[config.mk]
export PLATFORM = sky130hd
export DESIGN_NAME = rtc_time_counters
export DESIGN_NICKNAME = d
export VERILOG_FILES = /design/src/rtc_access_window.v /design/src/rtc_time_counters.v
export VERILOG_INCLUDE_DIRS = /design/src
export SDC_FILE = /design/constraint.sdc
export NUM_CORES = 1
export LEC_CHECK = 0
export BUFFER_PORTS_ARGS = -buffer_cell sky130_fd_sc_hd__buf_4
export CORE_UTILIZATION = 50
export CTS_CLUSTER_SIZE = 30
export DETAILED_ROUTE_END_ITERATION = 12
export GPL_ROUTABILITY_DRIVEN = 0
export PLACE_DENSITY = 0.73
export REMOVE_ABC_BUFFERS = 1
export SLEW_MARGIN = 20
export SYNTH_ARGS = -nofsm -noshare
export SYNTH_HDL_FRONTEND = slang
export SYNTH_SLANG_ARGS = --single-unit
[constraint.sdc]
create_clock -name I_CORE_CLK -period 2.6 [get_ports I_CORE_CLK]
set_input_delay 0.13 -clock I_CORE_CLK [delete_from_list [all_inputs] [get_ports I_CORE_CLK]]
set_output_delay 0.13 -clock I_CORE_CLK [all_outputs]
set_load 0.1 [all_outputs]
[src/rtc_time_map.vh]
// Purpose : constants for the time-of-day and day-count counters
// Assumes : included by bare name from each design file
// Notes   : register addresses are the byte addresses of the local register space
`ifndef RTC_TIME_MAP_VH
`define RTC_TIME_MAP_VH

// register addresses
`define ADDR_MINUTES      8'hfc
`define ADDR_HOURS        8'hfd
`define ADDR_DAY_LOW      8'hfe
`define ADDR_DAY_HIGH     8'hff

// field positions inside the hour and minute registers
`define HOUR_MSB          4
`define HOUR_LSB          0
`define WDAY_MSB          7
`define WDAY_LSB          5
`define MIN_MSB           5

// count limits
`define MIN_LAST          6'h3b
`define HOUR_LAST         5'h17
`define WDAY_FIRST        3'h1
`define WDAY_LAST         3'h7
`define WDAY_OFF          3'h0
`define DAY_LAST          8'hff

// reset values
`define RDATA_RESET       8'h00
`define PEND_RESET        4'h0

// pending-minute accumulator
`define PEND_W            4
`define PEND_MAX          4'hf

// access window timing
// 1.95 ms at 125 MHz, counted in 8 ns core cycles
`define WIN_LIMIT_CYC     18'd243750
`define WIN_CNT_W         18

`endif

[src/rtc_access_window.v]
// Purpose : read-enable and write-enable controls with automatic timeout
// Assumes : controls written by a one-cycle strobe on the core clock
// Notes   : the enables are cleared by reset; the counters they guard are not
`include "rtc_time_map.vh"

module rtc_access_window #(
  parameter [`WIN_CNT_W-1:0] TIMEOUT_CYC = `WIN_LIMIT_CYC
) (
  input  wire i_clk,
  input  wire i_rst_n,
  input  wire i_ctrl_wr,
  input  wire i_set_read,
  input  wire i_set_write,
  output wire o_read_en,
  output wire o_write_en,
  output wire o_timeout
);

  reg                  read_en_reg;
  reg                  read_en_next;
  reg                  write_en_reg;
  reg                  write_en_next;
  reg [`WIN_CNT_W-1:0] timer_reg;
  reg [`WIN_CNT_W-1:0] timer_next;
  reg                  timeout_reg;
  reg                  timeout_next;

  wire both_set = i_set_read & i_set_write;
  wire any_open = read_en_reg | write_en_reg;
  wire expired  = any_open & (timer_reg == TIMEOUT_CYC - 1'b1);
  // a set of an enable that is not yet open, and a request that leaves one open
  wire fresh_set = (i_set_read & ~read_en_reg) | (i_set_write & ~write_en_reg);
  wire keep_open = i_set_read | i_set_write;

  // next state: a write that tries to raise both enables is dropped whole
  always @* begin
    read_en_next  = read_en_reg;
    write_en_next = write_en_reg;
    timer_next    = timer_reg;
    timeout_next  = 1'b0;
    if (i_ctrl_wr && !both_set) begin
      read_en_next  = i_set_read;
      write_en_next = i_set_write;
      // a fresh set restarts the window; rewriting an open enable does not
      if (fresh_set) begin
        timer_next = {`WIN_CNT_W{1'b0}};
      end else if (expired && keep_open) begin
        // a rewrite must not stretch the window past its limit
        read_en_next  = 1'b0;
        write_en_next = 1'b0;
        timer_next    = {`WIN_CNT_W{1'b0}};
        timeout_next  = 1'b1;
      end else if (keep_open) begin
        timer_next = timer_reg + 1'b1;
      end
    end else if (expired) begin
      read_en_next  = 1'b0;
      write_en_next = 1'b0;
      timer_next    = {`WIN_CNT_W{1'b0}};
      timeout_next  = 1'b1;
    end else if (any_open) begin
      timer_next = timer_reg + 1'b1;
    end
  end

  // state flops
  always @(posedge i_clk or negedge i_rst_n) begin
    if (!i_rst_n) begin
      read_en_reg  <= 1'b0;
      write_en_reg <= 1'b0;
      timer_reg    <= {`WIN_CNT_W{1'b0}};
      timeout_reg  <= 1'b0;
    end else begin
      read_en_reg  <= read_en_next;
      write_en_reg <= write_en_next;
      timer_reg    <= timer_next;
      timeout_reg  <= timeout_next;
    end
  end

  assign o_read_en  = read_en_reg;
  assign o_write_en = write_en_reg;
  assign o_timeout  = timeout_reg;

endmodule

[src/rtc_time_counters.v]
// Purpose : minutes, hours, weekday and 16-bit day count of the real-time clock
// Assumes : register bus and minute tick are on I_CORE_CLK; tick is one cycle wide
// Notes   : time counters carry no reset and keep their value over ordinary resets
//
// What this block does
// - bits 7 and 6 of the minutes register read as zero and ignore writes.
// - minutes count in binary from 0 to 59 and wrap to 0.
// - software reads the time registers only while read enable is set.
// - writes to the time registers take effect only while write enable is set.
// - hours sit in bits 4..0 and count 0 to 23, wrapping to 0.
// - the weekday in bits 7..5 cycles 1 to 7 and steps when hours wrap.
// - a weekday written as zero stays zero until a nonzero value is written.
// - weekday and day count take no part in alarm matching.
// - the day count is 16 bits, low byte and high byte in two registers.
// - a rollover of the high day byte clears both day bytes.
// - while read enable is set the visible counters hold, and time is kept.
// - an enable opens the window and clears itself after 1.95 ms.
// - setting both enables at once is ignored; software waits before a new set.
`include "rtc_time_map.vh"

module rtc_time_counters #(
  parameter [`WIN_CNT_W-1:0] WIN_TIMEOUT_CYC = `WIN_LIMIT_CYC
) (
  input  wire       I_CORE_CLK,
  input  wire       I_NRST,
  input  wire [7:0] I_SFR_ADDR,
  input  wire       I_SFR_WR,
  input  wire       I_SFR_RD,
  input  wire [7:0] I_SFR_WDATA,
  output wire [7:0] O_SFR_RDATA,
  output wire       O_SFR_HIT,
  input  wire       I_CTRL_WR,
  input  wire       I_CTRL_READ_EN,
  input  wire       I_CTRL_WRITE_EN,
  output wire       O_TIME_READ_ENABLE,
  output wire       O_TIME_WRITE_ENABLE,
  output wire       O_WINDOW_TIMEOUT,
  input  wire       I_MINUTE_TICK,
  output wire       O_TICK_PENDING,
  output wire       O_DAY_ROLLOVER
);

  // reset release: asynchronous assert, two-flop synchronous release
  reg  rst_meta_reg;
  reg  rst_sync_reg;
  wire rst_n = rst_sync_reg;

  always @(posedge I_CORE_CLK or negedge I_NRST) begin
    if (!I_NRST) begin
      rst_meta_reg <= 1'b0;
      rst_sync_reg <= 1'b0;
    end else begin
      rst_meta_reg <= 1'b1;
      rst_sync_reg <= rst_meta_reg;
    end
  end

  // read and write windows with their timeout
  wire time_read_enable;
  wire time_write_enable;
  wire window_timeout;

  rtc_access_window #(
    .TIMEOUT_CYC (WIN_TIMEOUT_CYC)
  ) u_window (
    .i_clk       (I_CORE_CLK),
    .i_rst_n     (rst_n),
    .i_ctrl_wr   (I_CTRL_WR),
    .i_set_read  (I_CTRL_READ_EN),
    .i_set_write (I_CTRL_WRITE_EN),
    .o_read_en   (time_read_enable),
    .o_write_en  (time_write_enable),
    .o_timeout   (window_timeout)
  );

  // counters: no reset, their contents survive ordinary resets
  reg [5:0]         minutes_reg;
  reg [5:0]         minutes_next;
  reg [4:0]         hours_reg;
  reg [4:0]         hours_next;
  reg [2:0]         weekday_field_reg;
  reg [2:0]         weekday_field_next;
  reg [7:0]         day_count_low_reg;
  reg [7:0]         day_count_low_next;
  reg [7:0]         day_count_high_reg;
  reg [7:0]         day_count_high_next;

  // control and status flops
  reg [`PEND_W-1:0] pending_reg;
  reg [`PEND_W-1:0] pending_next;
  reg [7:0]         rdata_reg;
  reg [7:0]         rdata_next;
  reg               hit_reg;
  reg               hit_next;
  reg               rollover_reg;
  reg               rollover_next;

  // address decode
  wire sel_minutes = (I_SFR_ADDR == `ADDR_MINUTES);
  wire sel_hours   = (I_SFR_ADDR == `ADDR_HOURS);
  wire sel_day_low = (I_SFR_ADDR == `ADDR_DAY_LOW);
  wire sel_day_hi  = (I_SFR_ADDR == `ADDR_DAY_HIGH);
  wire sel_any     = sel_minutes | sel_hours | sel_day_low | sel_day_hi;

  // a write lands only inside the write window
  wire wr_ok = I_SFR_WR & sel_any & time_write_enable;

  // counting halts while either window is open; ticks are banked meanwhile
  wire frozen     = time_read_enable | time_write_enable;
  wire apply_tick = !frozen && (pending_reg != `PEND_RESET);

  // carry chain; the alarm logic sees none of the weekday or day bytes
  wire min_wrap   = apply_tick && (minutes_reg == `MIN_LAST);
  wire hour_wrap  = min_wrap && (hours_reg == `HOUR_LAST);
  wire dlow_wrap  = hour_wrap && (day_count_low_reg == `DAY_LAST);
  wire dhigh_wrap = dlow_wrap && (day_count_high_reg == `DAY_LAST);

  // pending minute ticks: a tick and a drain in one cycle cancel out
  always @* begin
    pending_next = pending_reg;
    if (I_MINUTE_TICK && !apply_tick) begin
      // saturates: more than fifteen minutes frozen loses time, a usage limit
      if (pending_reg != `PEND_MAX) begin
        pending_next = pending_reg + 1'b1;
      end
    end else if (!I_MINUTE_TICK && apply_tick) begin
      pending_next = pending_reg - 1'b1;
    end
  end

  // minutes: software write has priority, but ticks never land in a window
  always @* begin
    minutes_next = minutes_reg;
    if (wr_ok && sel_minutes) begin
      minutes_next = I_SFR_WDATA[`MIN_MSB:0];
    end else if (apply_tick) begin
      if (min_wrap) begin
        minutes_next = 6'h00;
      end else begin
        minutes_next = minutes_reg + 1'b1;
      end
    end
  end

  // hours and weekday share one register
  always @* begin
    hours_next         = hours_reg;
    weekday_field_next = weekday_field_reg;
    if (wr_ok && sel_hours) begin
      hours_next         = I_SFR_WDATA[`HOUR_MSB:`HOUR_LSB];
      weekday_field_next = I_SFR_WDATA[`WDAY_MSB:`WDAY_LSB];
    end else if (min_wrap) begin
      if (hour_wrap) begin
        hours_next = 5'h00;
        // a zero weekday means the function is off and it stays there
        if (weekday_field_reg == `WDAY_OFF) begin
          weekday_field_next = `WDAY_OFF;
        end else if (weekday_field_reg == `WDAY_LAST) begin
          weekday_field_next = `WDAY_FIRST;
        end else begin
          weekday_field_next = weekday_field_reg + 1'b1;
        end
      end else begin
        hours_next = hours_reg + 1'b1;
      end
    end
  end

  // day count: low byte, then high byte; a high rollover clears both
  always @* begin
    day_count_low_next  = day_count_low_reg;
    day_count_high_next = day_count_high_reg;
    if (wr_ok && sel_day_low) begin
      day_count_low_next = I_SFR_WDATA;
    end else if (wr_ok && sel_day_hi) begin
      day_count_high_next = I_SFR_WDATA;
    end else if (dhigh_wrap) begin
      day_count_low_next  = 8'h00;
      day_count_high_next = 8'h00;
    end else if (dlow_wrap) begin
      day_count_low_next  = 8'h00;
      day_count_high_next = day_count_high_reg + 1'b1;
    end else if (hour_wrap) begin
      day_count_low_next = day_count_low_reg + 1'b1;
    end
  end

  // counter flops: deliberately without reset so time survives a reset
  always @(posedge I_CORE_CLK) begin
    minutes_reg        <= minutes_next;
    hours_reg          <= hours_next;
    weekday_field_reg  <= weekday_field_next;
    day_count_low_reg  <= day_count_low_next;
    day_count_high_reg <= day_count_high_next;
  end

  // read return: the frozen snapshot, or zero outside the read window
  always @* begin
    rdata_next = rdata_reg;
    hit_next   = 1'b0;
    if (I_SFR_RD && sel_any) begin
      hit_next = 1'b1;
      if (!time_read_enable) begin
        rdata_next = `RDATA_RESET;
      end else if (sel_minutes) begin
        rdata_next = {2'b00, minutes_reg};
      end else if (sel_hours) begin
        rdata_next = {weekday_field_reg, hours_reg};
      end else if (sel_day_low) begin
        rdata_next = day_count_low_reg;
      end else begin
        rdata_next = day_count_high_reg;
      end
    end else if (I_SFR_WR && sel_any) begin
      hit_next = 1'b1;
    end
  end

  // status flops
  always @* begin
    rollover_next = dhigh_wrap;
  end

  always @(posedge I_CORE_CLK or negedge rst_n) begin
    if (!rst_n) begin
      pending_reg  <= `PEND_RESET;
      rdata_reg    <= `RDATA_RESET;
      hit_reg      <= 1'b0;
      rollover_reg <= 1'b0;
    end else begin
      pending_reg  <= pending_next;
      rdata_reg    <= rdata_next;
      hit_reg      <= hit_next;
      rollover_reg <= rollover_next;
    end
  end

  assign O_SFR_RDATA         = rdata_reg;
  assign O_SFR_HIT           = hit_reg;
  assign O_TIME_READ_ENABLE  = time_read_enable;
  assign O_TIME_WRITE_ENABLE = time_write_enable;
  assign O_WINDOW_TIMEOUT    = window_timeout;
  assign O_TICK_PENDING      = (pending_reg != `PEND_RESET);
  assign O_DAY_ROLLOVER      = rollover_reg;

endmodule

[Word-level counts from Yosys, hierarchy flattened]
Index checks and enable logic that the tools add are counted.
Storage, ports and cells
  register bits after elaboration: 67
  logic and storage cells: 131
  input bits: 24
  output and inout port bits: 14
Cells by class
  bitwise gates (word level): 15
  equality and inequality tests: 14
  mux-type cells: 45
  $add $sub $neg: 8
  reductions and logical operators: 34
Operators by type and width (count)
  18-bit two-way mux: 6
  8-bit two-way mux: 12
  8-bit == test (second input constant): 6
  18-bit by 1-bit adder with 18-bit output (second input constant): 1
  18-bit == test (second input constant): 1
  6-bit two-way mux: 3
  8-bit by 1-bit adder with 8-bit output (second input constant): 2
  1-bit logical AND: 15
  3-bit two-way mux: 5
  5-bit two-way mux: 3
  1-bit two-way mux: 13
  4-bit two-way mux: 3
  2-bit AND reduction: 5
  2-bit nonzero test: 5
  4-bit nonzero test: 2
  6-bit by 1-bit adder with 6-bit output (second input constant): 1
  1-bit AND: 6
  6-bit == test (second input constant): 1
  1-bit OR: 6
  3-bit nonzero test: 2
  5-bit by 1-bit adder with 5-bit output (second input constant): 1
  5-bit == test (second input constant): 1
  4-bit by 1-bit adder with 4-bit output (second input constant): 1
  1-bit zero test: 4
  other kinds (9): 11

[Logic depth before layout (Yosys ltp)]
Gate-level depths: netlist of run 1.
  word-level depth: 10
  mapped depth: 9
  gate-level depth less buffers: 9

[Cells and area by module]
Synthesis of run 1 repeated with hierarchy kept, for this count alone.
Unflattened totals
  cells, all modules: 392
  area, all modules: 4000.1 µm²
Modules (own cells, without submodules)
  rtc_time_counters: seq. area each 1301.2 µm², cells an instance 264, area an instance 2762.6 µm², instances 1
  rtc_access_window: seq. area each 525.5 µm², cells an instance 128, area an instance 1237.4 µm², instances 1

[Worst setup path before layout of run 1]
Ideal clock, no wire load.
  path type: register to register
  start point: register pending_reg[0]
  end point: register pending_reg[3]
  clock period less this slack: 2.964 ns
  library setup time: 0.130 ns
  data required time: 2.470 ns
  path slack: -0.364 ns
  path buffers: 0
  stages on the path, launching flop included: 10
  data arrival time: 2.833 ns
  cells stage by stage: dfrtp_1 nor4_1 inv_1 a21boi_0 inv_1 ha_1 a21o_1 a21o_1 o31ai_1 o22ai_1
Between the ends
  cells in the longest elaborated chain, start to end: 6
  elaborated cells on any way between the ends: 14
  those cells by class: 2 x add/sub; 2 x eq/ne; 3 x mux; 7 x reduce/logical
RTL lines
  start, declared: RTL line rtc_time_counters.v:89  | reg [`PEND_W-1:0] pending_reg;
  start signal, assigned: RTL line rtc_time_counters.v:226  | pending_reg <= `PEND_RESET;
  start signal, assigned: RTL line rtc_time_counters.v:231  | pending_reg <= pending_next;
  4-bit nonzero test (no source line) (*)
  net O_TICK_PENDING: RTL line rtc_time_counters.v:39  | output wire O_TICK_PENDING,
  1-bit logical AND (*): RTL line rtc_time_counters.v:110  | wire apply_tick = !frozen && (pending_reg != `PEND_RESET);
  1-bit zero test: RTL line rtc_time_counters.v:121  | if (I_MINUTE_TICK && !apply_tick) begin
  1-bit logical AND: RTL line rtc_time_counters.v:121
  2-bit by 1-bit inequality test with 1-bit output (no source line) or 2-bit nonzero test (tied branches)
  2-bit AND reduction (no source line)
Mark *: on every way through the listed nets, which the timed path passes. The rest lies on a longest branch. The select of a mux whose other input is x is not followed.
A chain may end at the register's enable or synchronous reset.

[Worst setup path after layout of run 1]
  start point: register pending_reg[0]
  end point: register hours_reg[0] (data pin)
Between the ends
  cells in the longest elaborated chain, start to end: 7
RTL lines
  4-bit nonzero test (no source line)
  1-bit logical AND: RTL line rtc_time_counters.v:110
  1-bit logical AND: RTL line rtc_time_counters.v:113  | wire min_wrap = apply_tick && (minutes_reg == `MIN_LAST);
  1-bit logical AND: RTL line rtc_time_counters.v:114  | wire hour_wrap = min_wrap && (hours_reg == `HOUR_LAST);
  5-bit two-way mux: RTL line rtc_time_counters.v:153  | if (hour_wrap) begin
  5-bit two-way mux: RTL line rtc_time_counters.v:152  | end else if (min_wrap) begin
  5-bit two-way mux: RTL line rtc_time_counters.v:149  | if (wr_ok && sel_hours) begin
  net hours_next[0]: RTL line rtc_time_counters.v:80  | reg [4:0] hours_next;
  end signal, assigned: RTL line rtc_time_counters.v:191  | hours_reg <= hours_next;
  end, declared: RTL line rtc_time_counters.v:79  | reg [4:0] hours_reg;
The timed path passes the listed nets, and every way through them passes these cells. The select of a mux whose other input is x is not followed.

==> results.ini, run 1 <==
[sta]
fin_worst_skew_ns = 0.0122
tns_ns = 0
slew_viol_final = 0
tightest_slew_ns = 0.896
fmax_ghz = 0.429
max_slew_margin_pct = 40.0
hold_violations = 0
period_needed_ns = 2.33
rsz0062_at_grt = no
setup_violations = 0
post-route-period-util_pct = 89.7

[yosys]
ys_types = 52
synthCells = 389
synth_seq_cells = 67
ys_warn_count = 0
synth_edf_count = 30
syn_area_sq_um = 3920
avgSynthCellArea_sq_um = 10.1
seq_area_frac_synth_pct = 46.6
synthTopCellsByArea = dfrtp_1 24%, edfxtp_1 23%, nand2_1 5.0%, o21ai_0 3.7%, o31ai_1 3.6%
yosysTopAreaCellShare_pct = 23.6
async_flop_share_pct = 55.2
yosys.area.top_type = dfrtp_1
synth_ff_type = dfrtp_1

[critical_path]
cp_num_buf_inv = 1
crit_chain = nor4_2 > buf_4 > or4_1 > o21ai_1 > o2bb2ai_1
crit_family = simple AND/OR/NAND/NOR gates
worst_path_largest_cell_delay_ns = 0.71
required_ns = 2.68
crit_path_top_delay_cell = or4_1
end_kind = flip-flop
cp_max_fo = 8
cp_data_arrival_time_ns = 2.41
crit_type = flip-flop to flip-flop
critPathLaunchType = flip-flop
rrSetupSlack_ns = 0.27

[cells_and_area]
fin_nets = 470
largest_register_ffs = 18
drive_gt1_share_pct = 19.4
num_antenna_cells = 0
design_area_sq_um = 4600
area_growth_pct = 17.5
nFillCells = 634
multi_input_area_sq_um = 1970
ff_latch_area_sq_um = 1830

[placement]
place_area_sq_um = 4360
dp_hpwl_mm = 6.87
portBuffers = 37

[grt]
grt_pass1_wl_mm = 16.0
antenna_found_initial = 0
grt_pass1_vias = 3164
overflow = 0
globalRoute.busiestLayer = met2
met1_usage_pct = 34.8
grt_max_degree = 36
track_usage_pct = 24.7
gr-usage-met2_pct = 39.1
use_met3_pct = 3.28

[clock_network]
clk_pin_slew_worst_paths_ns = 0.08
cts_buffers = 9
cts_sinks = 67
cts_max_path_buffers = 2
root_buffer = clkbuf_8
clk_latency_ns = 0.35
cts_tree = done
cts_max_level = 3
post_cts_buffers = 0

[die]
die_w_um = 90.5
die_y_um = 90.5
rows = 31
core-area_sq_um = 7410
dieArea_sq_um = 8190
io_pins = 38
start_util_pct = 52.9

[power_and_ir_drop]
power_density_nw_per_um2 = 692
p_leak_nw = 1.85
ir_drop_v = 0.000273

[routing]
vias = 3274
vias_per_cell = 6.09
drc = 0
wl_mm = 9.49
drtAntennaViolNets = 0
drt_iter0_markers = 318
wire_per_inst_um = 17.6
first_pass_iters = 5

[min_path]
min_path_type = primary input to flip-flop

[job]
max_cap_viol_count = 0

[outcome]
status = completed

[power breakdown]
part           switching (W)  total (W)  internal [W]
Combinational       0.000461   0.000798      0.000337
Clock               0.000436   0.000974      0.000538
Sequential          0.000158    0.00141       0.00126
Total                0.00105    0.00319       0.00213
[Yosys cell counts, drive strengths merged, types with 11 or more instances]
cell type,number
or3,11
dfrtp,37
nand2,52
o31ai,19
nor2,13
nand3,18
xor2,14
inv,15
clkbuf,13
o21ai,31
a22oi,16
ha,11
edfxtp,30
[through the flow]
| step | hold slack, ns | utilization [%] | cells | worst slack (ns) | total power [W] |
|---|---|---|---|---|---|
| 3_3_place_gp | -0.0881 | 58.8 | 521 | 0.315 | 0.00219 |
| 5_1_grt | 0.0415 | 62.1 | 538 | 0.0793 | 0.00336 |
| 4_1_cts | 0.0153 | 62.0 | 538 | 0.210 | 0.00320 |
| 2_1_floorplan | -0.166 | - | 371 | -0.472 | 0.00196 |
| 6_report | 0.0249 | 62.1 | 538 | 0.268 | 0.00319 |
| 3_5_place_dp | -0.0868 | 58.8 | 521 | 0.234 | 0.00222 |
[layout make-up]
| type | instances | share of cell area (%) |
|---|---|---|
| repair buffers | 52 | 8.54 |
| flip-flops and latches | 67 | 39.7 |
| well taps | 99 | 2.69 |
| multi-input cells | 289 | 42.9 |
| clock inverters | 5 | 1.41 |
| clock buffers | 11 | 3.54 |
| inverters | 15 | 1.22 |
[layout by cell type (no fill, tap or decap), drive strengths merged, types with 4 or more instances in the layout]
cell,instances
nand2,52
buf,51
dfrtp,37
o21ai,31
edfxtp,30
o31ai,19
nand3,18
inv,17
a22oi,16
xor2,14
nor2,13
or3,11
ha,11
clkbuf,11
nand4,9
or4,9
xnor2,7
a21oi,7
and3,7
mux2,6
nor3,5
mux4,5
nor4,5
a21o,4
nor4b,4
[kinds of logic after synthesis]
| kind of cell | share of synthesized area, % |
|---|---|
| xor+xnor | 4.70 |
| simple gates | 19.5 |
| other cells | 0.0958 |
| mux | 5.11 |
| buf+inv | 3.29 |
| compound gates | 16.6 |
| fa+ha+maj | 4.03 |
| flops | 46.6 |
[routing by layer]
layer / part of all wire (%) / vias to the layer above
met5: 0 / -
met4: 1.7 / 0
met3: 5.5 / 16
met2: 48 / 112
met1: 45 / 1583
li1: - / 1563
[worst paths after layout]
check / cells past startpoint / endpoint / start
worst max-delay path: 5 / hours_reg[0] / pending_reg[0]
worst min-delay path: 2 / u_window.o_read_en / I_CTRL_WRITE_EN
worst max register to register: 5 / hours_reg[0] / pending_reg[0]
worst min register to register: 1 / O_SFR_RDATA[1] / rst_n
max in group asynchronous: 1 / pending_reg[1] / rst_n
min in group asynchronous: 2 / rst_meta_reg / I_NRST
[repair_timing]
item,CTS,global route
hold buffers,1,0
resized for setup,0,1
hold endpoints to repair,2,0
setup endpoints to repair,0,1
No activity file was read; power rests on OpenSTA's default activity.
==> run 2: changes to the inputs <==
==> constraint.sdc (replaced) <==
create_clock -name I_CORE_CLK -period 2.6 [get_ports I_CORE_CLK]
set_input_delay 0.52 -clock I_CORE_CLK [delete_from_list [all_inputs] [get_ports I_CORE_CLK]]
set_output_delay 0.52 -clock I_CORE_CLK [all_outputs]
set_load 0.1 [all_outputs]
==> run 2 against run 1 <==
Compared with the run above: hold slack better by 0.28 ns; clock skew is 0.0022 ns lower; highest routed layer unchanged; critical path depth is 4 higher; largest power group unchanged; cell count is 1.1% higher; via count is 0.18% higher; critical endpoint is now pending_reg[3].
==> results.ini, run 2 (synthesized netlist as in run 1, its figures left out) <==
[critical_path]
rrSetupSlack_ns = 0.25
end_kind = flip-flop
rr_startpoint = pending_reg[0]
required_ns = 2.82
cp_data_arrival_time_ns = 2.57
r2r-end = pending_reg[3]
r2r_cells = 9
crit_type = flip-flop to flip-flop
critPathLaunchType = flip-flop
cp_max_fo = 6

[die]
die_y_um = 90.5
core-area_sq_um = 7410
io_pins = 38
start_util_pct = 52.9
dieArea_sq_um = 8190
rows = 31
die_w_um = 90.5

[routing]
wire_per_inst_um = 17.3
vias_per_cell = 6.03
vias = 3280
drt_iter0_markers = 234
first_pass_iters = 5
drc = 0
wl_mm = 9.41
drtAntennaViolNets = 0

[clock_network]
cts_max_path_buffers = 2
cts_tree = done
cts_sinks = 67
clk_pin_slew_worst_paths_ns = 0.08
cts_max_level = 3
clk_latency_ns = 0.35
cts_buffers = 9
root_buffer = clkbuf_8

[min_path]
min_path_type = flip-flop to async pin

[placement]
place_area_sq_um = 4400
dp_hpwl_mm = 6.92
portBuffers = 37
dp.cells = 527

[job]
max_cap_viol_count = 0

[grt]
globalRoute.busiestLayer = met2
grt_pass1_vias = 3100
antenna_found_initial = 0
grt_pass1_wl_mm = 15.2
track_usage_pct = 23.9
gr-usage-met2_pct = 38.1
grt_max_degree = 36
use_met3_pct = 4.97
met1_usage_pct = 32.4
overflow = 0

[sta]
max_slew_margin_pct = 40.6
setup_violations = 0
hold_violations = 0
tightest_slew_ns = 0.887
post-route-period-util_pct = 90.3
period_needed_ns = 2.35
slew_viol_final = 0
fin_worst_skew_ns = 0.00999
fmax_ghz = 0.426
timing.hold.ws_ns = 0.305

[cells_and_area]
final_cell_mix = 57 x buf_4, 52 x nand2_1, 37 x dfrtp_1, 30 x edfxtp_1, 29 x o21ai_0
area_growth_pct = 17.4
largest_register_ffs = 18
final_cells = 544
fin_nets = 476
num_antenna_cells = 0
final_common_cell = buf_4
design_area_sq_um = 4600
drive_gt1_share_pct = 20.2

[power_and_ir_drop]
power_density_nw_per_um2 = 658
ir_drop_v = 0.000267
p_leak_nw = 1.85
power_w = 0.00302

[outcome]
status = completed

run 2: cell count changes in the layout (fill, tap and decap cells not counted), sizes merged:
cell and change:
buf +6, clkinvlp +1, bufinv -1, inv -2
clkinv +2
run 2: how the worst max path moves through the flow:
stage / from / to / cells after the start
global placement: pending_reg[0] / pending_reg[3] / 9
global route: pending_reg[0] / pending_reg[3] / 9
detailed placement: pending_reg[0] / pending_reg[3] / 9
CTS: pending_reg[0] / pending_reg[3] / 9
finish: pending_reg[0] / pending_reg[3] / 9
floorplan: u_window.o_write_en / day_count_low_reg[0] / 3
run 2: cell type report:
cell class / count / area (sq um)
timing repair buffer: 58 / 438
clock buffer: 11 / 153
multi-input combinational: 289 / 1970
tap: 99 / 124
sequential: 67 / 1830
fill: 630 / 2810
inverter: 15 / 56.3
clock inverter: 5 / 27.5
run 2: metal layers:
layer	vias up	wire length, um
li1	1570	-
met1	1602	4160
met2	97	4580
met3	11	550
met4	0	113
met5	-	0
run 2: critical path: stages, from the launching register on:
cell	delay [ns]
dfrtp_1	0.47
nor4_2	0.30
inv_1	0.12
a21boi_0	0.23
inv_1	0.14
ha_1	0.29
a21o_1	0.16
a21o_1	0.21
o31ai_1	0.22
o22ai_1	0.10
run 2: what timing repair did:
item                                    in CTS  in global routing
endpoints found under the hold margin        2                  0
endpoints found under the setup margin       0                  1
buffers inserted                             0                  0
hold buffers                                 1                  0
resized for setup                            0                  1
run 2: through the flow:
| stage | worst slack [ns] | util, % | TNS, ns |
|---|---|---|---|
| 2_1_floorplan | -0.472 | - | -11.40 |
| 3_3_place_gp | 0.316 | 59.4 | 0 |
| 3_5_place_dp | 0.233 | 59.4 | 0 |
| 4_1_cts | 0.206 | 62.0 | 0 |
| 5_1_grt | -0.0116 | 62.1 | -0.0116 |
| 6_report | 0.251 | 62.1 | 0 |
run 2: report_power, final:
part,switching [W],total (W),leakage [nW],internal [W]
logic,0.000462,0.000802,0.988,0.000341
registers,0.000159,0.00142,0.770,0.00126
clock network,0.000408,0.000805,0.0940,0.000398
total,0.00103,0.00302,1.85,0.00200
